## config.mk

```make
export PLATFORM = sky130hd
export DESIGN_NAME = hs_transimpedance_cfg_regs
export DESIGN_NICKNAME = d
export VERILOG_FILES = /design/src/common/tia_cfg_pkg.sv /design/src/core/hs_transimpedance_cfg_regs.sv /design/src/core/tia_gain_decode.sv /design/src/core/tia_pin_decode.sv
export SDC_FILE = /design/constraint.sdc
export NUM_CORES = 1
export LEC_CHECK = 0
export ABC_CLOCK_PERIOD_IN_PS = 5080
export BUFFER_PORTS_ARGS = -buffer_cell sky130_fd_sc_hd__buf_2
export CORE_MARGIN = 2
export CORE_UTILIZATION = 25
export DETAILED_ROUTE_END_ITERATION = 7
export HOLD_SLACK_MARGIN = 0.1
export SYNTH_ARGS = -nofsm -noshare
export SYNTH_HDL_FRONTEND = slang
export SYNTH_SLANG_ARGS = --single-unit
```

## constraint.sdc

```tcl
create_clock -name clk -period 5.08 [get_ports clk]
set_input_delay 0.508 -clock clk [delete_from_list [all_inputs] [get_ports clk]]
set_output_delay 0.508 -clock clk [all_outputs]
set_load 0.005 [all_outputs]
```

## src/common/tia_cfg_pkg.sv

```systemverilog
// Package with register map, field layout and reset values of the transimpedance configuration bank
`default_nettype none
package tia_cfg_pkg;

  // Register byte addresses
  localparam logic [31:0] GAIN_CFG_ADDR = 32'h0000_20F0;
  localparam logic [31:0] PIN_CFG_ADDR = 32'h0000_20F8;
  localparam logic [31:0] INPUT_CFG_ADDR = 32'h0000_20FC;

  // Field positions inside the gain, capacitor and diode register, then pin and input field widths
  localparam int GAIN_SEL_LSB = 0;
  localparam int GAIN_SEL_W = 4;
  localparam int DIODE_BIT = 4;
  localparam int CAP_SEL_LSB = 5;
  localparam int CAP_SEL_W = 8;
  localparam int CAP_USED_W = 6;
  localparam int PIN_CODE_W = 8;
  localparam int INPUT_SEL_W = 2;

  // Reset values
  localparam logic [GAIN_SEL_W-1:0] GAIN_SEL_RST = 4'hF;
  localparam logic [CAP_SEL_W-1:0] CAP_SEL_RST = 8'h00;
  localparam logic DIODE_RST = 1'b0;
  localparam logic [PIN_CODE_W-1:0] PIN_CODE_RST = 8'hFF;
  localparam logic [INPUT_SEL_W-1:0] INPUT_SEL_RST = 2'h0;

  // Special codes
  localparam logic [PIN_CODE_W-1:0] PIN_CODE_EXT_GAIN = 8'h97;

  // Positive input sources
  typedef enum logic [1:0] {
    SRC_INTERNAL_BIAS = 2'h0,
    SRC_ZERO_BIAS_DAC = 2'h1,
    SRC_RSVD_2 = 2'h2,
    SRC_RSVD_3 = 2'h3
  } input_src_t;

  // AHB transfer type codes
  localparam logic [1:0] HTRANS_NONSEQ = 2'h2;
  localparam logic [1:0] HTRANS_SEQ = 2'h3;

endpackage
`default_nettype wire

```

## src/core/hs_transimpedance_cfg_regs.sv

```systemverilog
// AHB-Lite register bank for the high-speed transimpedance amplifier configuration
//
// Chosen here: register access over AHB-Lite.
`timescale 1ns/1ns
`default_nettype none
// Functional notes
// - Gain select bits 3:0 reset to 0xF; codes 8 to 15 leave resistor open.
// - Capacitor field bits 12:5 resets zero; low six bits add 1 to 32 pF.
// - Diode switch bit 4 resets zero; one places diode across gain resistor.
// - Gain, capacitor and diode register at 0x20F0, reset value 0xF.
// - Pin resistor register at 0x20F8, low byte resets all ones.
// - Amplifier input register at 0x20FC, read-write, resets to zero.
// - Input select bits 1:0: 00 internal bias, 01 zero-bias DAC, others reserved.
// - Pin code 0x97 shorts both load and gain resistors on the pin.
module hs_transimpedance_cfg_regs
  import tia_cfg_pkg::*;
(
  // Clock and reset
  input wire logic clk,
  input wire logic sys_rst,
  // AHB-Lite slave
  input wire logic hsel,
  input wire logic [31:0] haddr,
  input wire logic [1:0] htrans,
  input wire logic hwrite,
  input wire logic [2:0] hsize,
  input wire logic hready,
  input wire logic [31:0] hwdata,
  output logic [31:0] hrdata,
  output logic hreadyout,
  output logic hresp,
  // Gain network selects
  output logic [7:0] gain_res_onehot,
  output logic gain_res_open,
  output logic [5:0] cap_enable,
  output logic diode_switch,
  // Electrode pin network selects
  output logic [7:0] pin_load_gain_code,
  output logic pin_short_both,
  output logic pin_disconnected,
  // Positive input selects
  output logic sel_internal_bias,
  output logic sel_zero_bias_dac
);

  ////////////////////////////////////////////////////////////////////////////
  // Storage
  logic [GAIN_SEL_W-1:0] gain_sel_ff, nxt_gain_sel;
  logic [CAP_SEL_W-1:0] cap_sel_ff, nxt_cap_sel;
  logic diode_ff, nxt_diode;
  logic [PIN_CODE_W-1:0] pin_code_ff, nxt_pin_code;
  logic [INPUT_SEL_W-1:0] input_sel_ff, nxt_input_sel;
  logic wr_pend_ff, nxt_wr_pend;
  logic [31:0] wr_addr_ff, nxt_wr_addr;
  logic [31:0] rdata_ff, nxt_rdata;
  logic [31:0] rd_word;
  logic addr_phase;

  ////////////////////////////////////////////////////////////////////////////
  // Bus front end: zero wait states, always OKAY
  assign hreadyout = 1'b1;
  assign hresp = 1'b0;
  assign hrdata = rdata_ff;
  assign addr_phase = hsel && hready && (htrans == HTRANS_NONSEQ || htrans == HTRANS_SEQ);

  // Read mux; reserved bits zero, unmapped reads zero
  always_comb begin
    rd_word = 32'h0000_0000;
    if (haddr == GAIN_CFG_ADDR) begin
      rd_word[GAIN_SEL_LSB +: GAIN_SEL_W] = gain_sel_ff;
      rd_word[DIODE_BIT] = diode_ff;
      rd_word[CAP_SEL_LSB +: CAP_SEL_W] = cap_sel_ff;
    end else if (haddr == PIN_CFG_ADDR) begin
      rd_word[PIN_CODE_W-1:0] = pin_code_ff;
    end else if (haddr == INPUT_CFG_ADDR) begin
      rd_word[INPUT_SEL_W-1:0] = input_sel_ff;
    end
  end

  // Next values: capture address phase, write in data phase
  always_comb begin
    nxt_gain_sel = gain_sel_ff;
    nxt_cap_sel = cap_sel_ff;
    nxt_diode = diode_ff;
    nxt_pin_code = pin_code_ff;
    nxt_input_sel = input_sel_ff;
    nxt_wr_pend = addr_phase && hwrite;
    nxt_wr_addr = addr_phase ? haddr : wr_addr_ff;
    nxt_rdata = (addr_phase && !hwrite) ? rd_word : rdata_ff;
    if (wr_pend_ff) begin
      if (wr_addr_ff == GAIN_CFG_ADDR) begin
        nxt_gain_sel = hwdata[GAIN_SEL_LSB +: GAIN_SEL_W];
        nxt_diode = hwdata[DIODE_BIT];
        nxt_cap_sel = hwdata[CAP_SEL_LSB +: CAP_SEL_W];
      end else if (wr_addr_ff == PIN_CFG_ADDR) begin
        nxt_pin_code = hwdata[PIN_CODE_W-1:0];
      end else if (wr_addr_ff == INPUT_CFG_ADDR) begin
        nxt_input_sel = hwdata[INPUT_SEL_W-1:0];
      end
    end
  end

  // Registers with documented reset values
  always_ff @(posedge clk) begin
    if (sys_rst) begin
      gain_sel_ff <= GAIN_SEL_RST;
      cap_sel_ff <= CAP_SEL_RST;
      diode_ff <= DIODE_RST;
      pin_code_ff <= PIN_CODE_RST;
      input_sel_ff <= INPUT_SEL_RST;
      wr_pend_ff <= 1'b0;
      wr_addr_ff <= 32'h0000_0000;
      rdata_ff <= 32'h0000_0000;
    end else begin
      gain_sel_ff <= nxt_gain_sel;
      cap_sel_ff <= nxt_cap_sel;
      diode_ff <= nxt_diode;
      pin_code_ff <= nxt_pin_code;
      input_sel_ff <= nxt_input_sel;
      wr_pend_ff <= nxt_wr_pend;
      wr_addr_ff <= nxt_wr_addr;
      rdata_ff <= nxt_rdata;
    end
  end

  assign pin_load_gain_code = pin_code_ff;

  ////////////////////////////////////////////////////////////////////////////
  // Decoders
  tia_gain_decode u_gain (
    .gain_resistor_select(gain_sel_ff),
    .feedback_cap_select(cap_sel_ff),
    .protect_diode_switch(diode_ff),
    .gain_res_onehot(gain_res_onehot),
    .gain_res_open(gain_res_open),
    .cap_enable(cap_enable),
    .diode_switch(diode_switch)
  );

  tia_pin_decode u_pin (
    .pin_load_gain_code(pin_code_ff),
    .positive_input_select(input_sel_ff),
    .pin_short_both(pin_short_both),
    .pin_disconnected(pin_disconnected),
    .sel_internal_bias(sel_internal_bias),
    .sel_zero_bias_dac(sel_zero_bias_dac)
  );

  ////////////////////////////////////////////////////////////////////////////
  // Assertions
  a_gain_reset: assert property (@(posedge clk) $past(sys_rst) |-> gain_sel_ff == 4'hF && !diode_ff)
    else $error("gain register reset value wrong");
  a_pin_reset: assert property (@(posedge clk) $past(sys_rst) |-> pin_code_ff == 8'hFF)
    else $error("pin register reset value wrong");
  a_input_reset: assert property (@(posedge clk) $past(sys_rst) |-> input_sel_ff == 2'h0)
    else $error("input register reset value wrong");
  a_gain_open: assert property (@(posedge clk) disable iff (sys_rst) gain_res_open == gain_sel_ff[3])
    else $error("open resistor decode wrong");
  a_gain_write: assert property (@(posedge clk) disable iff (sys_rst)
    wr_pend_ff && wr_addr_ff == 32'h0000_20F0 |=> gain_sel_ff == $past(hwdata[3:0]) && cap_sel_ff == $past(hwdata[12:5]))
    else $error("gain register write lost");
  a_diode_write: assert property (@(posedge clk) disable iff (sys_rst)
    wr_pend_ff && wr_addr_ff == 32'h0000_20F0 |=> diode_switch == $past(hwdata[4]))
    else $error("diode switch write lost");
  a_input_sel: assert property (@(posedge clk) disable iff (sys_rst)
    sel_zero_bias_dac |-> input_sel_ff == 2'h1 && !sel_internal_bias)
    else $error("input source decode wrong");
  a_ext_short: assert property (@(posedge clk) disable iff (sys_rst)
    wr_pend_ff && wr_addr_ff == 32'h0000_20F8 && hwdata[7:0] == 8'h97 |=> pin_short_both)
    else $error("external gain short missing");
  a_rsvd_zero: assert property (@(posedge clk) disable iff (sys_rst)
    $past(addr_phase && !hwrite && haddr == 32'h0000_20FC) |-> hrdata[31:2] == 30'h0)
    else $error("reserved bits not zero");
  c_gain_write: cover property (@(posedge clk) wr_pend_ff && wr_addr_ff == GAIN_CFG_ADDR);
  c_ext_gain: cover property (@(posedge clk) pin_short_both);
  c_dac_source: cover property (@(posedge clk) sel_zero_bias_dac);

endmodule // hs_transimpedance_cfg_regs
`default_nettype wire

```

## src/core/tia_gain_decode.sv

```systemverilog
// Decoder from stored gain, capacitor and diode codes to analog switch selects
`timescale 1ns/1ns
`default_nettype none
module tia_gain_decode
  import tia_cfg_pkg::*;
(
  // Stored fields
  input wire logic [GAIN_SEL_W-1:0] gain_resistor_select,
  input wire logic [CAP_SEL_W-1:0] feedback_cap_select,
  input wire logic protect_diode_switch,
  // Switch selects
  output logic [7:0] gain_res_onehot,
  output logic gain_res_open,
  output logic [CAP_USED_W-1:0] cap_enable,
  output logic diode_switch
);

  ////////////////////////////////////////////////////////////////////////////
  // open codes
  // Codes with the top bit set leave the resistor open
  always_comb begin
    gain_res_onehot = 8'h00;
    gain_res_open = gain_resistor_select[GAIN_SEL_W-1];
    if (!gain_res_open) begin
      gain_res_onehot[gain_resistor_select[2:0]] = 1'b1;
    end
  end

  // binary capacitors
  // Only the low six bits steer capacitors; upper two are unused
  assign cap_enable = feedback_cap_select[CAP_USED_W-1:0];
  assign diode_switch = protect_diode_switch;

endmodule // tia_gain_decode
`default_nettype wire

```

## src/core/tia_pin_decode.sv

```systemverilog
// Decoder for the electrode pin resistor pair and positive input source
`timescale 1ns/1ns
`default_nettype none
module tia_pin_decode
  import tia_cfg_pkg::*;
(
  // Stored fields
  input wire logic [PIN_CODE_W-1:0] pin_load_gain_code,
  input wire logic [INPUT_SEL_W-1:0] positive_input_select,
  // Decoded controls
  output logic pin_short_both,
  output logic pin_disconnected,
  output logic sel_internal_bias,
  output logic sel_zero_bias_dac
);

  ////////////////////////////////////////////////////////////////////////////
  // external gain short
  assign pin_short_both = (pin_load_gain_code == PIN_CODE_EXT_GAIN);
  assign pin_disconnected = (pin_load_gain_code == PIN_CODE_RST);

  // source select
  // Reserved codes select neither source
  assign sel_internal_bias = (positive_input_select == SRC_INTERNAL_BIAS);
  assign sel_zero_bias_dac = (positive_input_select == SRC_ZERO_BIAS_DAC);

endmodule // tia_pin_decode
`default_nettype wire

```

* Yosys cells after proc, flatten, opt, wreduce, memory -nomap -nowiden *
Cells that the tools add are included.

storage, ports and cells
  register bits = 69
  output and inout port bits = 62
  word-level logic and storage cells = 42

cells by class
  magnitude comparators = 2
  equal/unequal tests = 11
  muxes and demuxes = 8
  bitwise operators = 2
  reductions and logical operators = 11

operators by type and width
  kind                    count
  $eq A32 B14 Y1 const B  6
  $eq A8 B8 Y1 const B    2
  $mux W8                 2
  $mux W6                 1
  $logic_and A1 B1 Y1     5
  $mux W5                 1
  $eq A2 B2 Y1 const B    2
  $lt A3 B4 Y1 const B    1
  $mux W2                 2
  $reduce_and A4 Y1       1
  $demux W1 S3            1
  $ge A3 B1 Y1 const B    1
  $reduce_and A3 Y1       1
  $eq A2 B1 Y1 const B    1
  $logic_not A2 Y1        1
  $not A1 Y1              2
  $reduce_and A2 Y1       1
  $logic_not A1 Y1        1
  $logic_or A1 B1 Y1      1
  $mux W1                 1

* Logic depth before layout (Yosys ltp) *
Gate-level depths: netlist of the first run.

  depth after elaboration = 5
  depth in mapped cells = 6
  mapped depth without buffers = 4

* Modules after synthesis *
Synthesis of the first run repeated with hierarchy kept, for this count alone.

second synthesis, totals
  cell total of the unflattened synthesis = 388
  area total of the unflattened synthesis = 3303.2 um^2

by module, submodules not included
  module                      instances  cells each  area each (um^2)
  hs_transimpedance_cfg_regs  1          364         3111.7
  tia_gain_decode             1          16          141.4
  tia_pin_decode              1          8           50.0

* Least setup slack after synthesis of the first run *
Ideal clock, no wire load.

  path kind = reg2reg
  start = reg wr_addr_ff[14]
  end = reg pin_code_ff[0], in the netlist pin_load_gain_code[0]
  library setup time = 0.072 ns
  arrival = 1.551 ns
  data required time = 5.008 ns
  slack = 3.457 ns
  stages on the path, launching flop included = 5
  path buffers = 0
  clock period less this slack = 1.623 ns
  cells stage by stage = dfxtp_1 nor4_2 nand4_2 nor4_4 mux2i_1

between the ends
  cells in the longest elaborated chain, start to end = 3
  elaborated cells on any way between the ends = 4

ends and longest elaborated chain
  element                                 RTL line                           RTL
  start, declared                         hs_transimpedance_cfg_regs.sv:54   logic [31:0] wr_addr_ff, nxt_wr_addr;
  start signal, assigned                  hs_transimpedance_cfg_regs.sv:121  wr_addr_ff <= nxt_wr_addr;
  $eq A32 B14 Y1                          hs_transimpedance_cfg_regs.sv:91   if (wr_addr_ff == GAIN_CFG_ADDR) begin
  $not A1 Y1 (no source line)             -
  $reduce_and A3 Y1 (no source line) (*)  -
  end signal, assigned                    hs_transimpedance_cfg_regs.sv:118  pin_code_ff <= nxt_pin_code;
  end, declared                           hs_transimpedance_cfg_regs.sv:51   logic [PIN_CODE_W-1:0] pin_code_ff, nxt_pin_code;

Every way passes the cells marked *; elsewhere a longest branch is shown, timed or not.
A chain may end at the register's enable or synchronous reset.

* Final worst setup path of the first run *
  start = reg wr_addr_ff[22]
  end = reg cap_sel_ff[5]

between the ends
  cells in the longest elaborated chain, start to end = 2

ends and longest elaborated chain
  element                             RTL line                           RTL
  $eq A32 B14 Y1                      hs_transimpedance_cfg_regs.sv:91
  $reduce_and A2 Y1 (no source line)  -
  end signal, assigned                hs_transimpedance_cfg_regs.sv:116  cap_sel_ff <= nxt_cap_sel;
  end, declared                       hs_transimpedance_cfg_regs.sv:49   logic [CAP_SEL_W-1:0] cap_sel_ff, nxt_cap_sel;

No other way between the ends.

==> qor.csv, run 1 <==
metric;value;unit
drive_gt1_frac;0.2618;
syn_area;3241;sq um
grt_first_pass_wirelength;12870;um
hold-path-endpoint;wr_addr_ff[7];
power_leakage;1.546;nW
cts.reportedPaths.clkPinSlew;50;ps
number_of_cells_on_the_worst_reg_to_reg_path;4;
hold_slack;423.7;ps
grt_antenna_before_repair;0;
postRouteAntennaNets;0;
rows;41;
firstDrtPassIters;4;
path_cells;nor4_2, nand4_2, nor4_4, mux2i_1;
core_area;12620;sq um
antennaDiodeCount;0;
start_util;0.2568;
timing.critical_path.from_type;register;
detailed_place_hpwl;5868;um
report.final.slew_viol_count;0;
number_of_top_level_design_ports;136;
final_hold_viol_count;0;
synthesis.yosys.warnings;0;
critical-path-slowest-cell;sky130_fd_sc_hd__nor4_4;
ctsHoldBuffers;0;
fp.dieW;117.9;um
worstReg2RegStart;wr_addr_ff[22];
max_slew.worst_pin.slew;1176;ps
cts_setup_buffers;0;
part_of_the_yosys_area_used_for_sequential_elements;0.4263;
yosys.cell_types.count;31;
number_of_global_route_vias_before_repair;2637;
cts_max_path_buffers;2;
multiInputGateArea;1627;sq um
vias;2787;
skew;7.006;ps
critical_path_peak_fanout;13;
peak_freq;0.4269;GHz
worst_setup_path_end_kind;register;
overall_die_height;117.9;um
synth_area_per_cell;8.331;sq um
setup_repair_after_global_routing_missed_its_margin;no;
numClockSinks;69;
worst_slew_margin_rel;0.2102;
required;5340;ps
post_cts.resized_instances;0;
worst_skew_pair_latency;330;ps
grt.total_usage;0.1161;
drv_cap;0;
setup_viol;0;
layout.nets;535;
postSynthRegisterBits;69;
ctsRootBufferMaster;sky130_fd_sc_hd__clkbuf_16;
tritoncts;yes;
drt-initial-drc-count;103;
post_synth_inst_count;389;
post-route-period-util;0.4611;
worst_hold_startpoint;haddr[7];
hold_path_class;input port to register;
hold_path_depth;3;
drt-wirelength-per-cell;12.48;um
worstSetupPathType;register to register;
critPathArrivalTime;2600;ps
worst_ir_drop_vdd;0.0001236;V
min_tclk_post_route;2342;ps
fill_cells;1368;
status;finished, final reports clean;
finalPower;1.304;mW
cpPeakStageDelay;1010;ps
area.sequential;1381;sq um
globalRouteOverflowTotal;0;
detail_route.drc_violations;0;
reg2reg_setup_slack;2740;ps
regToRegEndpoint;cap_sel_ff[5];
grt_max_degree;89;
io_buffer_count;91;
via_per_inst;4.368;
die_area;13890;sq um
place.gp.congestion;0.7426;
areaGrowthSynthToFinish;24.32;%
wirelength;7964;um
htree_num_levels;3;
total_power_per_unit_cell_area;323.7;nW/um^2
cts-buffers-inserted;9;
fin_tns_setup;0;ps
==> Yosys cell counts, drive strengths merged <==
master  instances  area [sq um]
inv             1         3.750
nor2b           6         37.54
nand4          15         100.1
nand2          79         296.5
nand4b          1         8.760
nor4bb          2         20.02
and4b           1         10.01
nor4           12         117.6
nor4b           3         47.54
buf            34         236.5
mux2            6         67.56
a21oi          45         225.2
and4            2         17.52
nor2           28         105.1
and3            2         12.51
mux2i          25         250.2
nand3           5         25.02
nor3b           2         15.01
conb            2         7.510
dfxtp          69          1381
clkbuf         17         63.81
nand2b         25         156.4
nor3            5         25.02
o21ai           2         10.01
==> critical path: cells and delay by family (launching register included) <==
kind,cells,cell delay [ps]
AND/OR/NAND/NOR,3,1670
flip-flops,1,320
multiplexers,1,270
==> area by class of cell <==
cell class              instances  area share
multi-input cells             287      0.4037
clock buffers                  14     0.07298
well taps                     172     0.05342
clock inverters                 2    0.009317
flip-flops and latches         69      0.3429
repair buffers                 93      0.1168
inverters                       1   0.0009317
==> per-layer routing <==
| layer | GRT usage | share of wire | routed length, um | up-vias |
|---|---|---|---|---|
| met5 | 0 | 0 | 0 | - |
| met1 | 0.1501 | 0.49 | 3922 | 1276 |
| li1 | - | - | - | 1419 |
| met3 | 0.03149 | 0.051 | 406 | 12 |
| met2 | 0.1810 | 0.44 | 3504 | 80 |
| met4 | 0.05120 | 0.016 | 130 | 0 |
==> sequential cells by signal, indices dropped and copies added, names as in the netlist <==
name,cells
hrdata,13
gain_sel_ff,4
wr_pend_ff,1
diode_ff,1
wr_addr_ff,32
input_sel_ff,2
pin_load_gain_code,8
cap_sel_ff,8
==> cells by family (layout without fill, tap and decap cells) <==
logic type	Yosys count	in the layout	share of synthesized area
buf+inv	52	110	0.09382
compound gates	47	47	0.07259
flops	69	69	0.4263
other cells	2	21	0.002317
simple gates	188	188	0.3069
mux	31	31	0.09807
==> layout by cell type (no fill, tap or decap) <==
master and n:
sky130_fd_sc_hd__inv_1 1, sky130_fd_sc_hd__and4b_1 1, sky130_fd_sc_hd__mux2_2 6, sky130_fd_sc_hd__mux2i_1 25
sky130_fd_sc_hd__nor4_1 8, sky130_fd_sc_hd__nor3b_1 2, sky130_fd_sc_hd__nand2_1 79, sky130_fd_sc_hd__nor2_1 28
sky130_fd_sc_hd__and4_1 2, sky130_fd_sc_hd__clkinvlp_4 1, sky130_fd_sc_hd__nand3_1 5, sky130_fd_sc_hd__conb_1 21
sky130_fd_sc_hd__nand4b_1 1, sky130_fd_sc_hd__dfxtp_1 69, sky130_fd_sc_hd__bufinv_16 1, sky130_fd_sc_hd__clkbuf_8 5
sky130_fd_sc_hd__nor3_1 5, sky130_fd_sc_hd__nand4_1 14, sky130_fd_sc_hd__nor2b_1 6, sky130_fd_sc_hd__clkbuf_16 9
sky130_fd_sc_hd__buf_2 91, sky130_fd_sc_hd__nor4b_2 1, sky130_fd_sc_hd__nor4_4 2, sky130_fd_sc_hd__nand4_2 1
sky130_fd_sc_hd__nor4_2 2, sky130_fd_sc_hd__nor4b_1 1, sky130_fd_sc_hd__nand2b_1 25, sky130_fd_sc_hd__buf_4 2
sky130_fd_sc_hd__nor4b_4 1, sky130_fd_sc_hd__and3_1 2, sky130_fd_sc_hd__o21ai_0 2, sky130_fd_sc_hd__nor4bb_1 2
sky130_fd_sc_hd__a21oi_1 45
==> power by group <==
part	total, mW	internal [mW]	leakage [nW]	switching, mW
clock	0.671	0.447	0.161	0.225
combinational	0.0773	0.0318	0.826	0.0455
sequential	0.555	0.550	0.558	0.00546
total	1.30	1.03	1.55	0.276
==> per-stage QoR <==
| stage | worst slack (ps) | instances | util | instance area (sq um) |
|---|---|---|---|---|
| finish | 2738 | 638 | 0.3193 | 4029 |
| global route | 2513 | 638 | 0.3193 | 4029 |
| CTS | 2645 | 638 | 0.3193 | 4029 |
| detailed placement | 2625 | 622 | 0.2930 | 3697 |
| global placement | 2684 | 622 | 0.2930 | 3697 |
| floorplan | 3457 | 408 | - | 3312 |
==> worst max-delay path by stage <==
stage                         startpoint                     to  slack, ps  cells past startpoint
final                     wr_addr_ff[22]          cap_sel_ff[5]       2740                      4
after global routing      wr_addr_ff[26]          cap_sel_ff[2]       2510                      4
after CTS                 wr_addr_ff[26]          cap_sel_ff[5]       2640                      4
after detailed placement          hwrite              hrdata[8]       2630                      5
after global placement            hwrite              hrdata[8]       2680                      5
after floorplan           wr_addr_ff[14]  pin_load_gain_code[0]       3460                      4
Note: power is estimated with default switching activity, not from simulation.
==> inputs of run 2 (changes only) <==
ABC_CLOCK_PERIOD_IN_PS = 2410   (was 5080)
clock period = 2.41 ns   (was 5.08 ns; I/O delays follow)
==> run 2 against run 1 <==
  * Wire length grew 1.4%
  * Combinational power is 120% higher
  * Sequential power is 110% higher
  * Clock skew fell by 0.79 ps
  * First-iteration DRC count grew 41%
  * Sequential share of layout area is 0.13 points higher
  * Clock-buffer cell count shrank 2
  * Die area unchanged
  * Total power rose by 94%
==> qor.csv, run 2 (synthesis gave the netlist of run 1 again) <==
metric;value;unit;change
status;finished, final reports clean;;unchanged
grt_first_pass_wirelength;13230;um;was 12870 um
drt-initial-drc-count;145;;was 103
post-route-period-util;0.7563;;was 0.4611
required;2660;ps;was 5340 ps
antennaDiodeCount;0;;unchanged
place_ws;546.6;ps;was 2625 ps
hold_path_class;input port to register;;unchanged
top_register;wr_addr_ff;;unchanged
mostFrequentLayoutCells;sky130_fd_sc_hd__buf_2 (91), sky130_fd_sc_hd__nand2_1 (79), sky130_fd_sc_hd__dfxtp_1 (69), sky130_fd_sc_hd__a21oi_1 (45), sky130_fd_sc_hd__nor2_1 (28);;unchanged
firstDrtPassIters;5;;was 4
setup_viol;0;;unchanged
rows;41;;unchanged
numClockSinks;69;;unchanged
timing.critical_path.from_type;register;;unchanged
fin_tns_setup;0;ps;unchanged
worst_skew_pair_latency;330;ps;about the same
number_of_global_route_vias_before_repair;2728;;was 2637
vias;2772;;was 2787
max_slew.worst_pin.slew;706.5;ps;was 1176 ps
overall_die_height;117.9;um;unchanged
cpPeakStageDelay;380;ps;was 1010 ps
ctsHoldBuffers;0;;unchanged
globalRouteOverflowTotal;0;;unchanged
report.final.slew_viol_count;0;;unchanged
final_hold_viol_count;0;;unchanged
reg2reg_setup_slack;590;ps;was 2740 ps
layout.nets;540;;was 535
skew;6.214;ps;was 7.006 ps
grt.total_usage;0.1203;;was 0.1161
path_delay_family;simple AND/OR/NAND/NOR gates;;unchanged
min_tclk_post_route;1823;ps;was 2342 ps
critical_path_buf_inv_count;1;;was 0
via_per_inst;4.324;;was 4.368
largest_reg_flops;32;;unchanged
worst_setup_path_end_kind;register;;unchanged
total_power_per_unit_cell_area;628.7;nW/um^2;was 323.7 nW/um^2
cts_max_path_buffers;2;;unchanged
final_design_area_no_fill;4014;sq um;was 4029 sq um
drive_gt1_frac;0.2644;;was 0.2618
detailed_place_hpwl;5952;um;was 5868 um
wirelength;8073;um;was 7964 um
post_cts.resized_instances;0;;unchanged
cts-buffers-inserted;9;;unchanged
placement.cell_area;3747;sq um;was 3697 sq um
critical-path-slowest-cell;sky130_fd_sc_hd__nor4_1;;was sky130_fd_sc_hd__nor4_4
cts_setup_buffers;0;;unchanged
fill_cells;1363;;was 1368
worst_slew_margin_rel;0.5277;;was 0.2102
cts.reportedPaths.clkPinSlew;50;ps;about the same
path_cells;nor4_1, nand4_1, nor4_4, buf_4, mux2i_1;;was nor4_2, nand4_2, nor4_4, mux2i_1
critical_path_peak_fanout;13;;unchanged
number_of_top_level_design_ports;136;;unchanged
start_util;0.2568;;unchanged
setup_repair_after_global_routing_missed_its_margin;no;;unchanged
worst_ir_drop_vdd;0.0003153;V;was 0.0001236 V
grt_antenna_before_repair;0;;unchanged
grt_max_degree;47;;was 89
htree_num_levels;3;;unchanged
fp.dieW;117.9;um;unchanged
postRouteAntennaNets;0;;unchanged
ctsRootBufferMaster;sky130_fd_sc_hd__clkbuf_16;;unchanged
finalPower;2.524;mW;was 1.304 mW
final_core_util;0.3181;;was 0.3193
drt-wirelength-per-cell;12.59;um;was 12.48 um
core_area;12620;sq um;unchanged
drv_cap;0;;unchanged
worstSetupPathType;register to register;;unchanged
detail_route.drc_violations;0;;unchanged
peak_freq;0.5486;GHz;was 0.4269 GHz
io_buffer_count;91;;unchanged
place.gp.congestion;0.7604;;was 0.7426
power_leakage;1.549;nW;was 1.546 nW
critPathArrivalTime;2070;ps;was 2600 ps
setup_ws;587.3;ps;was 2738 ps
die_area;13890;sq um;unchanged
tritoncts;yes;;unchanged
areaGrowthSynthToFinish;23.86;%;was 24.32%
mostFrequentLayoutCell;sky130_fd_sc_hd__buf_2;;unchanged
## run 2: cell types whose count changed in the layout (fill, tap and decap cells not counted)
| cell | previous run | this run |
|---|---|---|
| sky130_fd_sc_hd__clkinvlp_4 | 1 | 0 |
| sky130_fd_sc_hd__clkinv_2 | 0 | 2 |
| sky130_fd_sc_hd__buf_12 | 0 | 1 |
| sky130_fd_sc_hd__bufinv_16 | 1 | 0 |
| sky130_fd_sc_hd__clkbuf_1 | 0 | 1 |
| sky130_fd_sc_hd__buf_4 | 2 | 6 |
| sky130_fd_sc_hd__clkbuf_8 | 5 | 2 |
## run 2: layout make-up
type,instances,area (sq um),share of cell area
Sequential cell,69,1381,0.3441
Clock buffer,12,256.5,0.06390
Timing Repair Buffer,98,520.5,0.1297
Tap cell,172,215.2,0.05362
Multi-Input combinational cell,287,1627,0.4052
Clock inverter,2,10.01,0.002494
Inverter,1,3.754,0.0009352
## run 2: worst register-to-register path, cell delays in order, from the launching register on
cell and delay, ps:
sky130_fd_sc_hd__dfxtp_1 310, sky130_fd_sc_hd__nor4_1 380, sky130_fd_sc_hd__nand4_1 320, sky130_fd_sc_hd__nor4_4 220
sky130_fd_sc_hd__buf_4 300, sky130_fd_sc_hd__mux2i_1 230
## run 2: routing by layer
metal  part of all wire  track usage  vias up
met4             0.0031      0.04292        0
met1               0.49       0.1504     1264
met3              0.044      0.03924        2
met5                  0            0        -
met2               0.46       0.1937       80
li1                   -            -     1426
## run 2: report_power, final
part           total (mW)  switching, mW  internal (mW)
Clock                1.18          0.447          0.736
Combinational       0.169         0.0978         0.0712
Sequential           1.17         0.0116           1.16
Total                2.52          0.556           1.97
## run 2: final timing paths
kind                   from             to  cells past startpoint
max          wr_addr_ff[26]  cap_sel_ff[4]                      5
min reg2reg      hrdata[11]     hrdata[11]                      2
min                haddr[6]  wr_addr_ff[6]                      3
max reg2reg  wr_addr_ff[26]  cap_sel_ff[4]                      5
## run 2: through the flow
| stage | hold slack, ps | instances |
|---|---|---|
| after floorplan | 377.0 | 408 |
| after global placement | 441.8 | 627 |
| after detailed placement | 446.5 | 627 |
| after CTS | 146.9 | 641 |
| after global routing | 161.4 | 641 |
| final | 168.6 | 641 |
==> inputs of run 3 (changes only) <==
ABC_CLOCK_PERIOD_IN_PS = 1600   (was 2410)
clock period = 1.6 ns   (was 2.41 ns; I/O delays follow)
==> run 3 against run 2 <==
  * The flow now finishes with violations (setup timing)
  * Sequential power grew 51%
  * Die area is the same
  * Clock power grew 51%
  * Register-to-register slack lost 660 ps
  * First-iteration DRC count grew 7.6%
  * Combinational power grew 110%
==> qor.csv, run 3 (synthesis gave the netlist of run 1 again) <==
metric;value;unit;change
overall_die_height;117.9;um;unchanged
grt-busiest-layer;met2;;unchanged
setup_viol;22;;was 0
min_tclk_post_route;1672;ps;was 1823 ps
drv_cap;0;;unchanged
antennaDiodeCount;0;;unchanged
start_util;0.2568;;unchanged
drt-wirelength-per-cell;12.76;um;was 12.59 um
setup_ws;-72.32;ps;was 587.3 ps
number_of_top_level_design_ports;136;;unchanged
ctsRootBufferMaster;sky130_fd_sc_hd__clkbuf_16;;unchanged
worst_hold_startpoint;hwdata[5];;was haddr[6]
placement.cell_area;3812;sq um;was 3747 sq um
critical_path_peak_fanout;8;;was 13
power_report.internal_total;2.962;mW;was 1.967 mW
post-route-period-util;1.045;;was 0.7563
grt_antenna_before_repair;0;;unchanged
power_leakage;1.806;nW;was 1.549 nW
drt-initial-drc-count;156;;was 145
detail_route.drc_violations;0;;unchanged
power.switching_fraction;0.2397;;was 0.2204
share_comb_of_total_power;0.089;;was 0.067
drive_gt1_frac;0.2890;;was 0.2644
grt_first_pass_wirelength;13870;um;was 13230 um
via_per_inst;4.366;;was 4.324
fin_tns_setup;-1049;ps;was 0 ps
core_area;12620;sq um;unchanged
worstReg2RegStart;wr_addr_ff[10];;was wr_addr_ff[26]
number_of_global_route_vias_before_repair;2851;;was 2728
finalPower;3.895;mW;was 2.524 mW
cts.reportedPaths.clkPinSlew;50;ps;about the same
firstDrtPassIters;4;;was 5
final_hold_viol_count;0;;unchanged
net-switching-power;933.5;uW;was 556.2 uW
failing_checks;setup timing;;
final_core_util;0.3655;;was 0.3181
report.final.slew_viol_count;0;;unchanged
postRouteAntennaNets;0;;unchanged
wirelength;8815;um;was 8073 um
setup_repair_after_global_routing_missed_its_margin;yes;;was no
fill_cells;1259;;was 1363
hold_path_class;input port to register;;unchanged
io_buffer_count;91;;unchanged
peak_freq;0.5980;GHz;was 0.5486 GHz
grt.total_usage;0.1255;;was 0.1203
largest_reg_flops;32;;unchanged
setup.worst_path.start;wr_addr_ff[10];;was wr_addr_ff[26]
top_register;wr_addr_ff;;unchanged
mostFrequentLayoutCells;sky130_fd_sc_hd__buf_2 (91), sky130_fd_sc_hd__nand2_1 (79), sky130_fd_sc_hd__dfxtp_1 (65), sky130_fd_sc_hd__a21oi_1 (43), sky130_fd_sc_hd__dlygate4sd3_1 (35);;was sky130_fd_sc_hd__buf_2 (91), sky130_fd_sc_hd__nand2_1 (79), sky130_fd_sc_hd__dfxtp_1 (69), sky130_fd_sc_hd__a21oi_1 (45), sky130_fd_sc_hd__nor2_1 (28)
worst_ir_drop_vdd;0.0004151;V;was 0.0003153 V
status;complete, but fails checks;;was finished, final reports clean
worst_setup_path_end_kind;register;;unchanged
rows;41;;unchanged
critPathArrivalTime;1930;ps;was 2070 ps
layout.nets;588;;was 540
final_design_area_no_fill;4612;sq um;was 4014 sq um
worst_skew_pair_latency;330;ps;about the same
timing.critical_path.from_type;register;;unchanged
fp.dieW;117.9;um;unchanged
power.sequential.fraction;0.454;;was 0.464
grt_max_degree;89;;was 47
required;1860;ps;was 2660 ps
htree_num_levels;3;;unchanged
total_power_per_unit_cell_area;844.6;nW/um^2;was 628.7 nW/um^2
worstSetupPathType;register to register;;unchanged
mostFrequentLayoutCell;sky130_fd_sc_hd__buf_2;;unchanged
numClockSinks;69;;unchanged
tritoncts;yes;;unchanged
cts-buffers-inserted;9;;unchanged
die_area;13890;sq um;unchanged
vias;3017;;was 2772
groute.layer.met2.usage;0.2118;;was 0.1937
cts_max_path_buffers;2;;unchanged
place.gp.congestion;0.7413;;was 0.7604
met1_usage;0.1531;;was 0.1504
areaGrowthSynthToFinish;42.32;%;was 23.86%
fraction_of_met3_tracks_used_by_global_routing;0.03973;;was 0.03924
pwr-share-clk;0.457;;was 0.469
globalRouteOverflowTotal;0;;unchanged
detailed_place_hpwl;6090;um;was 5952 um
skew;5.503;ps;was 6.214 ps
-- run 3: worst max-delay path, cell delays in order, from the launching register on --
cell and delay, ps:
sky130_fd_sc_hd__dfxtp_2 330, sky130_fd_sc_hd__nor4_4 290, sky130_fd_sc_hd__nand4_1 160, sky130_fd_sc_hd__buf_6 160
sky130_fd_sc_hd__buf_6 110, sky130_fd_sc_hd__nor4_4 180, sky130_fd_sc_hd__buf_12 180, sky130_fd_sc_hd__mux2i_1 170
-- run 3: repair_timing --
action                     4_1_cts  5_1_grt
cloned                           0        1
hold endpoints to repair        38        0
buffers inserted                 1        1
pin swaps                        5       12
setup endpoints to repair       23       37
hold buffers                    38        0
resized for setup                7       24
-- run 3: final timing paths --
kind                      endpoint  slack [ps]  cells past startpoint
max reg2reg  pin_load_gain_code[5]         -70                      7
max          pin_load_gain_code[5]         -70                      7
min reg2reg              hrdata[8]         450                      2
min                  cap_sel_ff[0]         110                      3
-- run 3: metal layers --
metal  part of all wire  vias up
li1                   -     1526
met1               0.45     1398
met2               0.48       85
met3              0.060        8
met4              0.011        0
met5                  0        -
-- run 3: metrics by stage --
stage	hold slack (ps)	instances	setup slack, ps
finish	110.1	691	-72.32
global route	106.1	691	-202.0
CTS	103.2	689	-146.5
detailed placement	422.6	634	-180.1
global placement	417.5	634	-111.5
floorplan	296.0	408	-23.02
-- run 3: area by class of cell --
class / count / area, sq um / share of cell area
Tap cell: 172 / 215.2 / 0.04666
Sequential cell: 69 / 1386 / 0.3006
Clock inverter: 7 / 42.54 / 0.009224
Inverter: 1 / 3.754 / 0.0008139
Multi-Input combinational cell: 287 / 1717 / 0.3722
Timing Repair Buffer: 146 / 1022 / 0.2216
Clock buffer: 9 / 225.2 / 0.04883
-- run 3: power by group through the flow --
stage | Sequential (mW) | Combinational (mW) | Clock [mW]
global route | 1.77 | 0.382 | 1.92
detailed placement | 1.80 | 0.256 | 0
finish | 1.77 | 0.347 | 1.78
floorplan | 1.80 | 0.179 | 0
CTS | 1.76 | 0.330 | 1.84
global placement | 1.80 | 0.248 | 0
